<file path="config.mk">
export PLATFORM = sky130hd
export DESIGN_NAME = chip_select_generator
export DESIGN_NICKNAME = d
export VERILOG_FILES = /design/src/chip_select_pkg.sv /design/src/chip_select_generator.sv /design/src/cs_channel_match.sv /design/src/cs_wait_timer.sv
export SDC_FILE = /design/constraint.sdc
export NUM_CORES = 1
export LEC_CHECK = 0
export BUFFER_PORTS_ARGS = -buffer_cell sky130_fd_sc_hd__buf_2
export CORE_ASPECT_RATIO = 1.2
export CORE_UTILIZATION = 30
export CTS_CLUSTER_SIZE = 40
export DETAILED_ROUTE_END_ITERATION = 16
export PLACE_DENSITY_LB_ADDON = 0.08
export SYNTH_ARGS = -nofsm -noshare
export SYNTH_HDL_FRONTEND = slang
export SYNTH_SLANG_ARGS = --single-unit
</file>
<file path="constraint.sdc">
create_clock -name clk -period 10.38 [get_ports clk]
set_input_delay 0 -clock clk [delete_from_list [all_inputs] [get_ports clk]]
set_output_delay 0 -clock clk [all_outputs]
set_load 0.02 [all_outputs]
</file>
<file path="src/chip_select_pkg.sv">
package chip_select_pkg;
	localparam int NUM_SEL = 12;
	localparam int NUM_HIGH = 5;
	localparam int NUM_LATCH = 4;
	localparam int STRAP_W = 5;
	localparam logic [11:0] OFF_PIN_ASSIGN = 12'h000;
	localparam logic [11:0] OFF_STATUS = 12'h004;
	localparam logic [11:0] OFF_BOOT_BASE = 12'h008;
	localparam logic [11:0] OFF_BOOT_OPT = 12'h00C;
	localparam logic [11:0] OFF_LAST = 12'h064;
	localparam logic [4:0] SLOT_FIRST_SEL = 5'h02;
	localparam logic [15:0] BOOT_BASE_RST = 16'h0007;
	localparam logic [15:0] SEL_REG_RST = 16'h0000;
	localparam logic [9:0] PIN_ASSIGN_LOW_ONES = 10'h155;
	localparam int MODE_BIT = 15;
	localparam int BYTE_HI = 14;
	localparam int BYTE_LO = 13;
	localparam int RW_HI = 12;
	localparam int RW_LO = 11;
	localparam int STROBE_BIT = 10;
	localparam int ACK_HI = 9;
	localparam int ACK_LO = 6;
	localparam int SPACE_HI = 5;
	localparam int SPACE_LO = 4;
	localparam int LEVEL_HI = 3;
	localparam int LEVEL_LO = 1;
	localparam int AUTOVEC_BIT = 0;
	localparam int BASE_HI = 15;
	localparam int BASE_LO = 3;
	localparam int BLK_HI = 2;
	localparam int BLK_LO = 0;
	localparam int ALT_ADDR_LO = 19;
	localparam logic [1:0] PA_DISCRETE = 2'h0;
	localparam logic [1:0] PA_ALTERNATE = 2'h1;
	localparam logic [1:0] PA_SEL8 = 2'h2;
	localparam logic [1:0] PA_SEL16 = 2'h3;
	localparam logic [3:0] ACK_LAST_WAIT = 4'hD;
	localparam logic [3:0] ACK_FAST = 4'hE;
	localparam logic [3:0] ACK_EXTERNAL = 4'hF;
	localparam logic [1:0] SPACE_CPU = 2'h0;
	localparam logic [1:0] SPACE_USER = 2'h1;
	localparam logic [1:0] SPACE_SUPV = 2'h2;
	localparam logic [1:0] SPACE_BOTH = 2'h3;
	localparam logic [2:0] LEVEL_ALL = 3'h0;

	function automatic logic [12:0] blockMask(input logic [2:0] size);
		case (size)
			3'h0: blockMask = 13'h1FFF;
			3'h1: blockMask = 13'h1FFC;
			3'h2: blockMask = 13'h1FF8;
			3'h3: blockMask = 13'h1FE0;
			3'h4: blockMask = 13'h1FC0;
			3'h5: blockMask = 13'h1F80;
			3'h6: blockMask = 13'h1F00;
			default: blockMask = 13'h1E00;
		endcase
	endfunction
endpackage

</file>
<file path="src/chip_select_generator.sv">
// Summary of operation
// - Field code 00 discrete, 01 alternate, 10 select 8-bit, 11 select 16-bit.
// - Boot pin is always a chip select whatever its field holds.
// - High pin-assign register has five fields; bits 15:10 read zero.
// - Fields drive selects six to ten, address 19-23 or latch bits, E-clock.
// - Reset sets each field low bit, high bit from a strapped data line.
// - Base register bits 15:3 hold the block's lowest address bits 23:11.
// - Block size code sets size from 2K to 1M and bits compared.
// - Boot channel uses same layout but resets to another block size.
// - Mode 0 asynchronous, 1 synchronous; no autovector in synchronous mode.
// - Byte option gates assertion: off, lower, upper or both lanes.
// - Direction option: reads, writes or both; code 00 reserved.
// - Strobe option times assertion on address or data strobe.
// - Acknowledge code: 0-13 waits, fast termination, or external acknowledge.
// - Space option: CPU, user, supervisor, or user or supervisor.
// - Level option matches all or one acknowledge level.
// - Autovector bit requests internal autovector on matching acknowledge.
// - Discrete pins drive the output latch value, except the top pin, which drives the E-clock.
module chip_select_generator
	import chip_select_pkg::*;
(
	input wire logic clk,
	input wire logic reset,
	input wire logic psel,
	input wire logic penable,
	input wire logic pwrite,
	input wire logic [11:0] paddr,
	input wire logic [31:0] pwdata,
	output logic [31:0] prdata,
	output logic pready,
	output logic pslverr,
	input wire logic [23:0] busAddr,
	input wire logic busRead,
	input wire logic busUpper,
	input wire logic busLower,
	input wire logic [1:0] busSpace,
	input wire logic [2:0] busLevel,
	input wire logic cycleValid,
	input wire logic addrStrobe,
	input wire logic dataStrobe,
	input wire logic ePhaseClock,
	input wire logic externalAck,
	input wire logic [13:0] lowAssign,
	input wire logic [STRAP_W-1:0] resetStrap,
	input wire logic [NUM_LATCH-1:0] discreteOutputLatch,
	output logic bootSelectPinN,
	output logic [5:0] lowSelectN,
	output logic [NUM_HIGH-1:0] pinLevel,
	output logic cycleAck,
	output logic ackPort16,
	output logic fastTerm,
	output logic awaitExternal,
	output logic autovector,
	output logic syncCycle
);
	logic [9:0] pinAssign_ff;
	logic [15:0] base_ff [NUM_SEL];
	logic [15:0] opt_ff [NUM_SEL];
	logic [31:0] prdata_ff;
	logic [NUM_SEL-1:0] selN_ff;
	logic [NUM_HIGH-1:0] pinLevel_ff;
	logic [STRAP_W-1:0] strapS1_ff, strapS2_ff, strapS3_ff, strapStable_ff;
	logic extS1_ff, extS2_ff, extS3_ff, extStable_ff;
	logic cycleValid_ff;
	logic winPort16_ff, fast_ff, external_ff, autovec_ff, sync_ff;
	logic [1:0] assignCode [NUM_SEL];
	logic [NUM_SEL-1:0] rawHit, hit, strobeOk, assertNow;
	logic [3:0] winIdx;
	logic anyHit, startPulse, timerStart, timerAck, fastNow;
	logic [15:0] winOpt;
	logic [3:0] winAck;
	logic access, slotOk;
	logic [4:0] slot;
	logic [3:0] chanOf;

	function automatic logic [3:0] chanOfSlot(input logic [4:0] s);
		logic [4:0] d;
		d = s - SLOT_FIRST_SEL;
		chanOfSlot = d[4:1];
	endfunction

	// APB slave: zero wait states; read data staged during the setup cycle
	assign access = psel & penable;
	assign slot = paddr[6:2];
	assign slotOk = paddr[1:0] == 2'h0 && paddr <= OFF_LAST;
	assign chanOf = chanOfSlot(slot);
	assign pready = 1'b1;
	assign pslverr = access & (~slotOk | (pwrite & paddr == OFF_STATUS));
	assign prdata = prdata_ff;

	always_ff @(posedge clk) begin
		if (reset) begin
			prdata_ff <= 32'h0000_0000;
		end else if (psel & ~penable & ~pwrite) begin
			if (!slotOk) prdata_ff <= 32'h0000_0000;
			else if (paddr == OFF_PIN_ASSIGN)
				prdata_ff <= {22'h00_0000, pinAssign_ff};
			else if (paddr == OFF_STATUS)
				prdata_ff <= {19'h0_0000, external_ff, ~selN_ff};
			else if (slot[0])
				prdata_ff <= {16'h0000, opt_ff[chanOf]};
			else
				prdata_ff <= {16'h0000, base_ff[chanOf]};
		end
	end

	// Reset strap: three flops, accepted once the last two agree
	always_ff @(posedge clk) begin
		strapS1_ff <= resetStrap;
		strapS2_ff <= strapS1_ff;
		strapS3_ff <= strapS2_ff;
		if (strapS2_ff == strapS3_ff) strapStable_ff <= strapS3_ff;
	end

	always_ff @(posedge clk) begin
		extS1_ff <= externalAck;
		extS2_ff <= extS1_ff;
		extS3_ff <= extS2_ff;
		if (extS2_ff == extS3_ff) extStable_ff <= extS3_ff;
	end

	// Strap is sampled on every reset cycle, so the final reset edge wins
	always_ff @(posedge clk) begin
		if (reset) begin
			for (int i = 0; i < NUM_HIGH; i++) begin
				pinAssign_ff[2*i] <= 1'b1;
				pinAssign_ff[2*i+1] <= strapStable_ff[i];
			end
		end else if (access & pwrite & slotOk & paddr == OFF_PIN_ASSIGN) begin
			pinAssign_ff <= pwdata[9:0];
		end
	end

	always_ff @(posedge clk) begin
		if (reset) begin
			for (int k = 0; k < NUM_SEL; k++) begin
				base_ff[k] <= (k == 0) ? BOOT_BASE_RST : SEL_REG_RST;
				opt_ff[k] <= SEL_REG_RST;
			end
		end else if (access & pwrite & slotOk & slot >= SLOT_FIRST_SEL) begin
			if (slot[0]) opt_ff[chanOf] <= pwdata[15:0];
			else base_ff[chanOf] <= pwdata[15:0];
		end
	end

	// Index 0 is boot, 1..6 channels 0..5, 7..11 the multiplexed pins
	always_comb begin
		assignCode[0] = {1'b1, lowAssign[0]};
		for (int i = 0; i < 6; i++)
			assignCode[i+1] = lowAssign[2*i+3 -: 2];
		for (int i = 0; i < NUM_HIGH; i++)
			assignCode[i+7] = pinAssign_ff[2*i+1 -: 2];
	end

	genvar g;
	generate
		for (g = 0; g < NUM_SEL; g++) begin : gen_sel
			cs_channel_match u_match (
				.baseReg(base_ff[g]),
				.optReg(opt_ff[g]),
				.busAddr(busAddr),
				.busRead(busRead),
				.busUpper(busUpper),
				.busLower(busLower),
				.busSpace(busSpace),
				.busLevel(busLevel),
				.hit(rawHit[g])
			);
			assign hit[g] = rawHit[g] & assignCode[g][1];
			// Synchronous mode also waits for the E phase
			assign strobeOk[g] = (opt_ff[g][STROBE_BIT] ? dataStrobe
				: addrStrobe) & (~opt_ff[g][MODE_BIT] | ePhaseClock);
			assign assertNow[g] = cycleValid & hit[g] & strobeOk[g];
		end
	endgenerate

	always_ff @(posedge clk) begin
		if (reset) selN_ff <= {NUM_SEL{1'b1}};
		else selN_ff <= ~assertNow;
	end

	assign bootSelectPinN = selN_ff[0];
	assign lowSelectN = selN_ff[6:1];

	// Lowest index wins when windows overlap; boot first
	always_comb begin
		winIdx = 4'h0;
		anyHit = 1'b0;
		for (int k = NUM_SEL - 1; k >= 0; k--) begin
			if (hit[k]) begin
				winIdx = 4'(k);
				anyHit = 1'b1;
			end
		end
	end

	assign winOpt = opt_ff[winIdx];
	assign winAck = winOpt[ACK_HI:ACK_LO];
	assign startPulse = cycleValid & ~cycleValid_ff & anyHit;
	assign timerStart = startPulse & ~winOpt[MODE_BIT] &
		winAck <= ACK_LAST_WAIT;
	assign fastNow = startPulse & ~winOpt[MODE_BIT] & winAck == ACK_FAST;

	cs_wait_timer u_timer (
		.clk(clk),
		.reset(reset),
		.start(timerStart),
		.waitCount(winAck),
		.cycleValid(cycleValid),
		.ackPulse(timerAck)
	);

	// Fast termination acknowledges in the cycle that opens the access
	assign cycleAck = timerAck | fastNow;
	assign ackPort16 = winPort16_ff;
	assign fastTerm = fast_ff;
	assign awaitExternal = external_ff;
	assign autovector = autovec_ff;
	assign syncCycle = sync_ff;

	always_ff @(posedge clk) begin
		if (reset) cycleValid_ff <= 1'b0;
		else cycleValid_ff <= cycleValid;
	end

	always_ff @(posedge clk) begin
		if (reset) begin
			winPort16_ff <= 1'b0;
			fast_ff <= 1'b0;
			sync_ff <= 1'b0;
		end else if (startPulse) begin
			winPort16_ff <= assignCode[winIdx][0];
			fast_ff <= winAck == ACK_FAST & ~winOpt[MODE_BIT];
			sync_ff <= winOpt[MODE_BIT];
		end else if (!cycleValid) begin
			fast_ff <= 1'b0;
			sync_ff <= 1'b0;
		end
	end

	// External acknowledge wait ends when the synchronised pin answers
	always_ff @(posedge clk) begin
		if (reset) external_ff <= 1'b0;
		else if (startPulse)
			external_ff <= winAck == ACK_EXTERNAL & ~winOpt[MODE_BIT];
		else if (!cycleValid || extStable_ff) external_ff <= 1'b0;
	end

	// Synchronous cycles never autovector, even if software sets both
	always_ff @(posedge clk) begin
		if (reset) autovec_ff <= 1'b0;
		else if (startPulse)
			autovec_ff <= busSpace == SPACE_CPU & winOpt[AUTOVEC_BIT] &
				~winOpt[MODE_BIT];
		else if (!cycleValid) autovec_ff <= 1'b0;
	end

	always_ff @(posedge clk) begin
		if (reset) begin
			pinLevel_ff <= {NUM_HIGH{1'b1}};
		end else begin
			for (int i = 0; i < NUM_HIGH; i++) begin
				unique case (assignCode[i+7])
					PA_DISCRETE: pinLevel_ff[i] <= (i < NUM_LATCH) ?
						discreteOutputLatch[i % NUM_LATCH] : ePhaseClock;
					PA_ALTERNATE: pinLevel_ff[i] <= busAddr[ALT_ADDR_LO+i];
					PA_SEL8, PA_SEL16: pinLevel_ff[i] <= ~assertNow[i+7];
				endcase
			end
		end
	end

	assign pinLevel = pinLevel_ff;
endmodule // chip_select_generator

</file>
<file path="src/cs_channel_match.sv">
module cs_channel_match
	import chip_select_pkg::*;
(
	input wire logic [15:0] baseReg,
	input wire logic [15:0] optReg,
	input wire logic [23:0] busAddr,
	input wire logic busRead,
	input wire logic busUpper,
	input wire logic busLower,
	input wire logic [1:0] busSpace,
	input wire logic [2:0] busLevel,
	output logic hit
);
	logic [12:0] mask;
	logic addrOk, laneOk, dirOk, spaceOk, levelOk;
	logic [1:0] spaceOpt;
	logic [2:0] levelOpt;

	assign spaceOpt = optReg[SPACE_HI:SPACE_LO];
	assign levelOpt = optReg[LEVEL_HI:LEVEL_LO];
	assign mask = blockMask(baseReg[BLK_HI:BLK_LO]);
	assign addrOk = ((busAddr[23:11] ^ baseReg[BASE_HI:BASE_LO]) & mask) == 0;
	assign laneOk = (optReg[BYTE_LO] & busLower) | (optReg[BYTE_HI] & busUpper);
	// Reserved direction code 00 never matches
	assign dirOk = (optReg[RW_LO] & busRead) | (optReg[RW_HI] & ~busRead);
	assign spaceOk = (spaceOpt == busSpace) |
		(spaceOpt == SPACE_BOTH & (busSpace == SPACE_USER |
		busSpace == SPACE_SUPV));
	// Level only qualifies CPU-space acknowledge cycles; user and supervisor recognition untouched
	assign levelOk = busSpace != SPACE_CPU | levelOpt == LEVEL_ALL |
		levelOpt == busLevel;
	assign hit = addrOk & laneOk & dirOk & spaceOk & levelOk;
endmodule // cs_channel_match

</file>
<file path="src/cs_wait_timer.sv">
module cs_wait_timer
	import chip_select_pkg::*;
(
	input wire logic clk,
	input wire logic reset,
	input wire logic start,
	input wire logic [3:0] waitCount,
	input wire logic cycleValid,
	output logic ackPulse
);
	typedef enum logic [2:0] {
		T_IDLE = 3'b001,
		T_COUNT = 3'b010,
		T_HOLD = 3'b100
	} timer_state_t;
	timer_state_t state_ff;
	logic [3:0] cnt_ff;

	assign ackPulse = state_ff == T_COUNT && cnt_ff == 4'h0;

	always_ff @(posedge clk) begin
		if (reset) begin
			state_ff <= T_IDLE;
		end else begin
			unique case (state_ff)
				T_IDLE: if (start) state_ff <= T_COUNT;
				T_COUNT: begin
					if (ackPulse) state_ff <= T_HOLD;
					else if (!cycleValid) state_ff <= T_IDLE;
				end
				T_HOLD: if (!cycleValid) state_ff <= T_IDLE;
				default: state_ff <= T_IDLE;
			endcase
		end
	end

	always_ff @(posedge clk) begin
		if (reset) cnt_ff <= 4'h0;
		else if (start) cnt_ff <= waitCount;
		else if (state_ff == T_COUNT && cnt_ff != 4'h0) cnt_ff <= cnt_ff - 4'h1;
	end
endmodule // cs_wait_timer

</file>
==> results.toml <==
[cts]
cts_tree = "built"
clockBufferDepth = 3
cts_buffers = 71
cts_root_buffer = "clkbuf_16"
cts_sinks = 592
clk_latency_ps = 660
htreeDepth = 3
cts.clk_slew.worst_paths_ps = 50

[sta]
finalCritPeriodShare_pct = 57.1
fmax_mhz = 169
hold_viol_final = 0
tightest_slew_ps = 1310
tns_ps = 0
setup_viol = 0
fin_crit_ps = 5930
relSlewSlack_pct = 12.0
drv_slew = 0
fin_worst_skew_ps = 30.5
rsz0062_at_grt = "false"

[critical_path]
crit_slowest_cell = "nor3_1"
crit_chain = "xnor2_1, a32oi_1, or4_1, or4_1, nor3_1, nor3b_2, a21oi_4, a21oi_4, mux2i_1, a211oi_1, o211ai_2, or2_4, o32ai_2, buf_2"
endpoint_kind = "primary output"
arrival_ps = 5930
r2r_setup_slack_ps = 5010
reg2reg_depth = 13
cp_max_fo = 16
required_ps = 10380
start_kind = "flip-flop"
crit_end = "cycleAck"
worstReg2RegEnd = "u_timer.cnt_ff[0]"
crit_type = "reg -> out"
crit_start = "opt_ff[3][4]"
critical-path-max-stage-delay_ps = 720
r2r-start = "opt_ff[3][4]"

[power_and_ir_drop]
p_leak_nw = 13.4
p_per_area_nw_per_um2 = 169
max-vdd-ir-drop_mv = 0.105
seqPwrFrac_pct = 45.7
p_total_mw = 6.02
pwr-share-clk_pct = 42.1
power_frac_comb_pct = 12.2
swShare_pct = 27.3
netSwitchingPower_mw = 1.64
p_int_mw = 4.37

[synth]
yosysMostFrequentCell = "edfxtp_1"
synth_top_cells_by_count = "523 x edfxtp_1, 384 x and3_1, 176 x clkbuf_1"
async_reset_ff_share_pct = 0
yosys_warnings = 0
yosysSeqAreaShare_pct = 54.5
netlist.top_cell.by_area = "edfxtp_1"
ys.flop_type = "edfxtp_1"
synth.cell_area_um2 = 31300
synth_top_area_share_pct = 50.1
ys_top_cells_by_area = "edfxtp_1 50%, mux4_2 12%, and3_1 7.7%"
synth_cell_types = 90
postSynthCellCount = 2377
ys_seq_elements = 592
syn_avg_cell_area_um2 = 13.2
synth-edff-count = 523

[global_route]
overflow = 0
antenna_found_initial = 14
grtUsageTotal_pct = 22.7
grt_pass1_vias = 21300
grt_pass1_wl_mm = 170
grt_max_degree = 69

[layout]
syn_to_final_growth_pct = 13.8
num-nets-final = 2520
drive_gt1_share_pct = 19.1

[floorplanning]
coreArea_um2 = 103000
die-area_um2 = 106000
die_w_um = 297
initial_core_util_pct = 30.3
boundaryPins = 161
rows = 129
die_y_um = 356

[status]
status = "complete, no violations"

[routing]
wl_met1_mm = 50.9
drt-initial-drc-count = 1673
post_drt_wl_per_cell_um = 31.5
via_count = 21200
drt-total-wl_mm = 121
first_pass_iters = 5
route.met3.wl_mm = 5.78
routed.top_layer = "met5"
drc = 0
viasPerCell = 5.51
route.met2.wl_mm = 58.5
ant_nets = 0

[run]
cap_violations = 0

[min_path]
min_path_type = "in -> reg"
worstHoldStart = "lowAssign[10]"

[placed_design]
post-dp-hpwl_mm = 82.6
gp_congestion = 0.899
port_buffers = 115
==> routing by layer <==
metal  GRT usage (%)  vias to the layer above
met5               0                        -
met4            10.6                       14
met3            2.85                      168
met2            38.4                      694
met1            28.8                    11000
li1                -                     9255
==> worst max-delay path, delay by kind of cell, from the launching register on <==
family,cells,cell delay [ps]
flip-flops,1,420
XOR/XNOR,1,170
buffers and inverters,1,200
AO/OA/AOI/OAI,6,1750
AND/OR/NAND/NOR,5,2520
multiplexers,1,190
==> through the flow <==
| step | hold slack (ps) | utilization [%] | setup slack (ps) | area [um^2] | cells |
|---|---|---|---|---|---|
| global route | 67.2 | 34.5 | 4260 | 35700 | 3835 |
| floorplan | 27.7 | - | 6300 | 31400 | 2392 |
| detailed placement | 104 | 31.9 | 4320 | 33000 | 3669 |
| finish | 52.6 | 34.5 | 4450 | 35700 | 3838 |
| global placement | 104 | 31.9 | 4510 | 33000 | 3669 |
| CTS | 30.0 | 34.5 | 4290 | 35700 | 3835 |
==> cell type report <==
cell class / count / area, um^2
fillers: 10100 / 67600
flip-flops and latches: 592 / 17100
multi-input cells: 1523 / 13200
clock buffers: 96 / 1980
well taps: 1375 / 1720
repair buffers: 182 / 1180
clock inverters: 34 / 343
inverters: 33 / 124
diodes: 3 / 7.51
==> power by group through the flow <==
stage	Sequential (mW)	Clock, mW	Combinational [mW]
after floorplan	2.76	0	0.426
after global placement	2.80	0	0.728
after detailed placement	2.80	0	0.733
after CTS	2.75	2.58	0.743
after global routing	2.76	2.66	0.768
final	2.75	2.53	0.736
==> cell families after synthesis <==
kind of cell | synth area share, %
AOI/OAI and AO/OA | 7.31
and+or+nand+nor | 13.9
buffers and inverters | 3.89
DFF | 54.5
muxes | 14.2
adders and majority gates | 0.319
other | 0.0240
xor gates and xnor gates | 5.90
==> state kept, by name, summed over array words and instances (netlist names), 3 cells and up <==
register	count
base_ff	256
opt_ff	256
prdata	16
selN_ff	12
pinAssign_ff	10
pinLevel	5
strapS1_ff	5
strapS2_ff	5
strapS3_ff	5
strapStable_ff	5
u_timer.cnt_ff	4
u_timer.state_ff	3
==> how the worst min path moves through the flow <==
stage	to	slack [ps]	cells after the start
floorplan	extS1_ff	30	0
global placement	strapS1_ff[2]	100	1
detailed placement	strapS1_ff[0]	100	1
CTS	ackPort16	30	6
global route	opt_ff[15][7]	70	1
finish	ackPort16	50	6
==> layout by cell type (no fill, tap or decap), types with 17 or more instances in the layout <==
| cell type | count |
|---|---|
| edfxtp_1 | 523 |
| and3_1 | 384 |
| mux4_2 | 171 |
| xnor2_1 | 119 |
| buf_2 | 114 |
| xor2_1 | 90 |
| nand2_1 | 75 |
| clkbuf_16 | 72 |
| nor2_1 | 69 |
| dfxtp_1 | 69 |
| o21ai_0 | 47 |
| a21oi_1 | 44 |
| mux2i_1 | 43 |
| nand3_1 | 37 |
| dlygate4sd3_1 | 36 |
| inv_1 | 33 |
| buf_4 | 31 |
| a21o_1 | 29 |
| nor3_1 | 25 |
| a22oi_1 | 25 |
| nor2b_1 | 23 |
| nand4_1 | 21 |
| a211oi_1 | 20 |
| nor4_1 | 19 |
| conb_1 | 17 |
==> timing repair <==
action	in CTS	in global routing
setup buffers	0	0
hold buffers	36	0
resized for setup	0	0
hold endpoints to repair	83	0
Power figures use the tool's default switching activity.
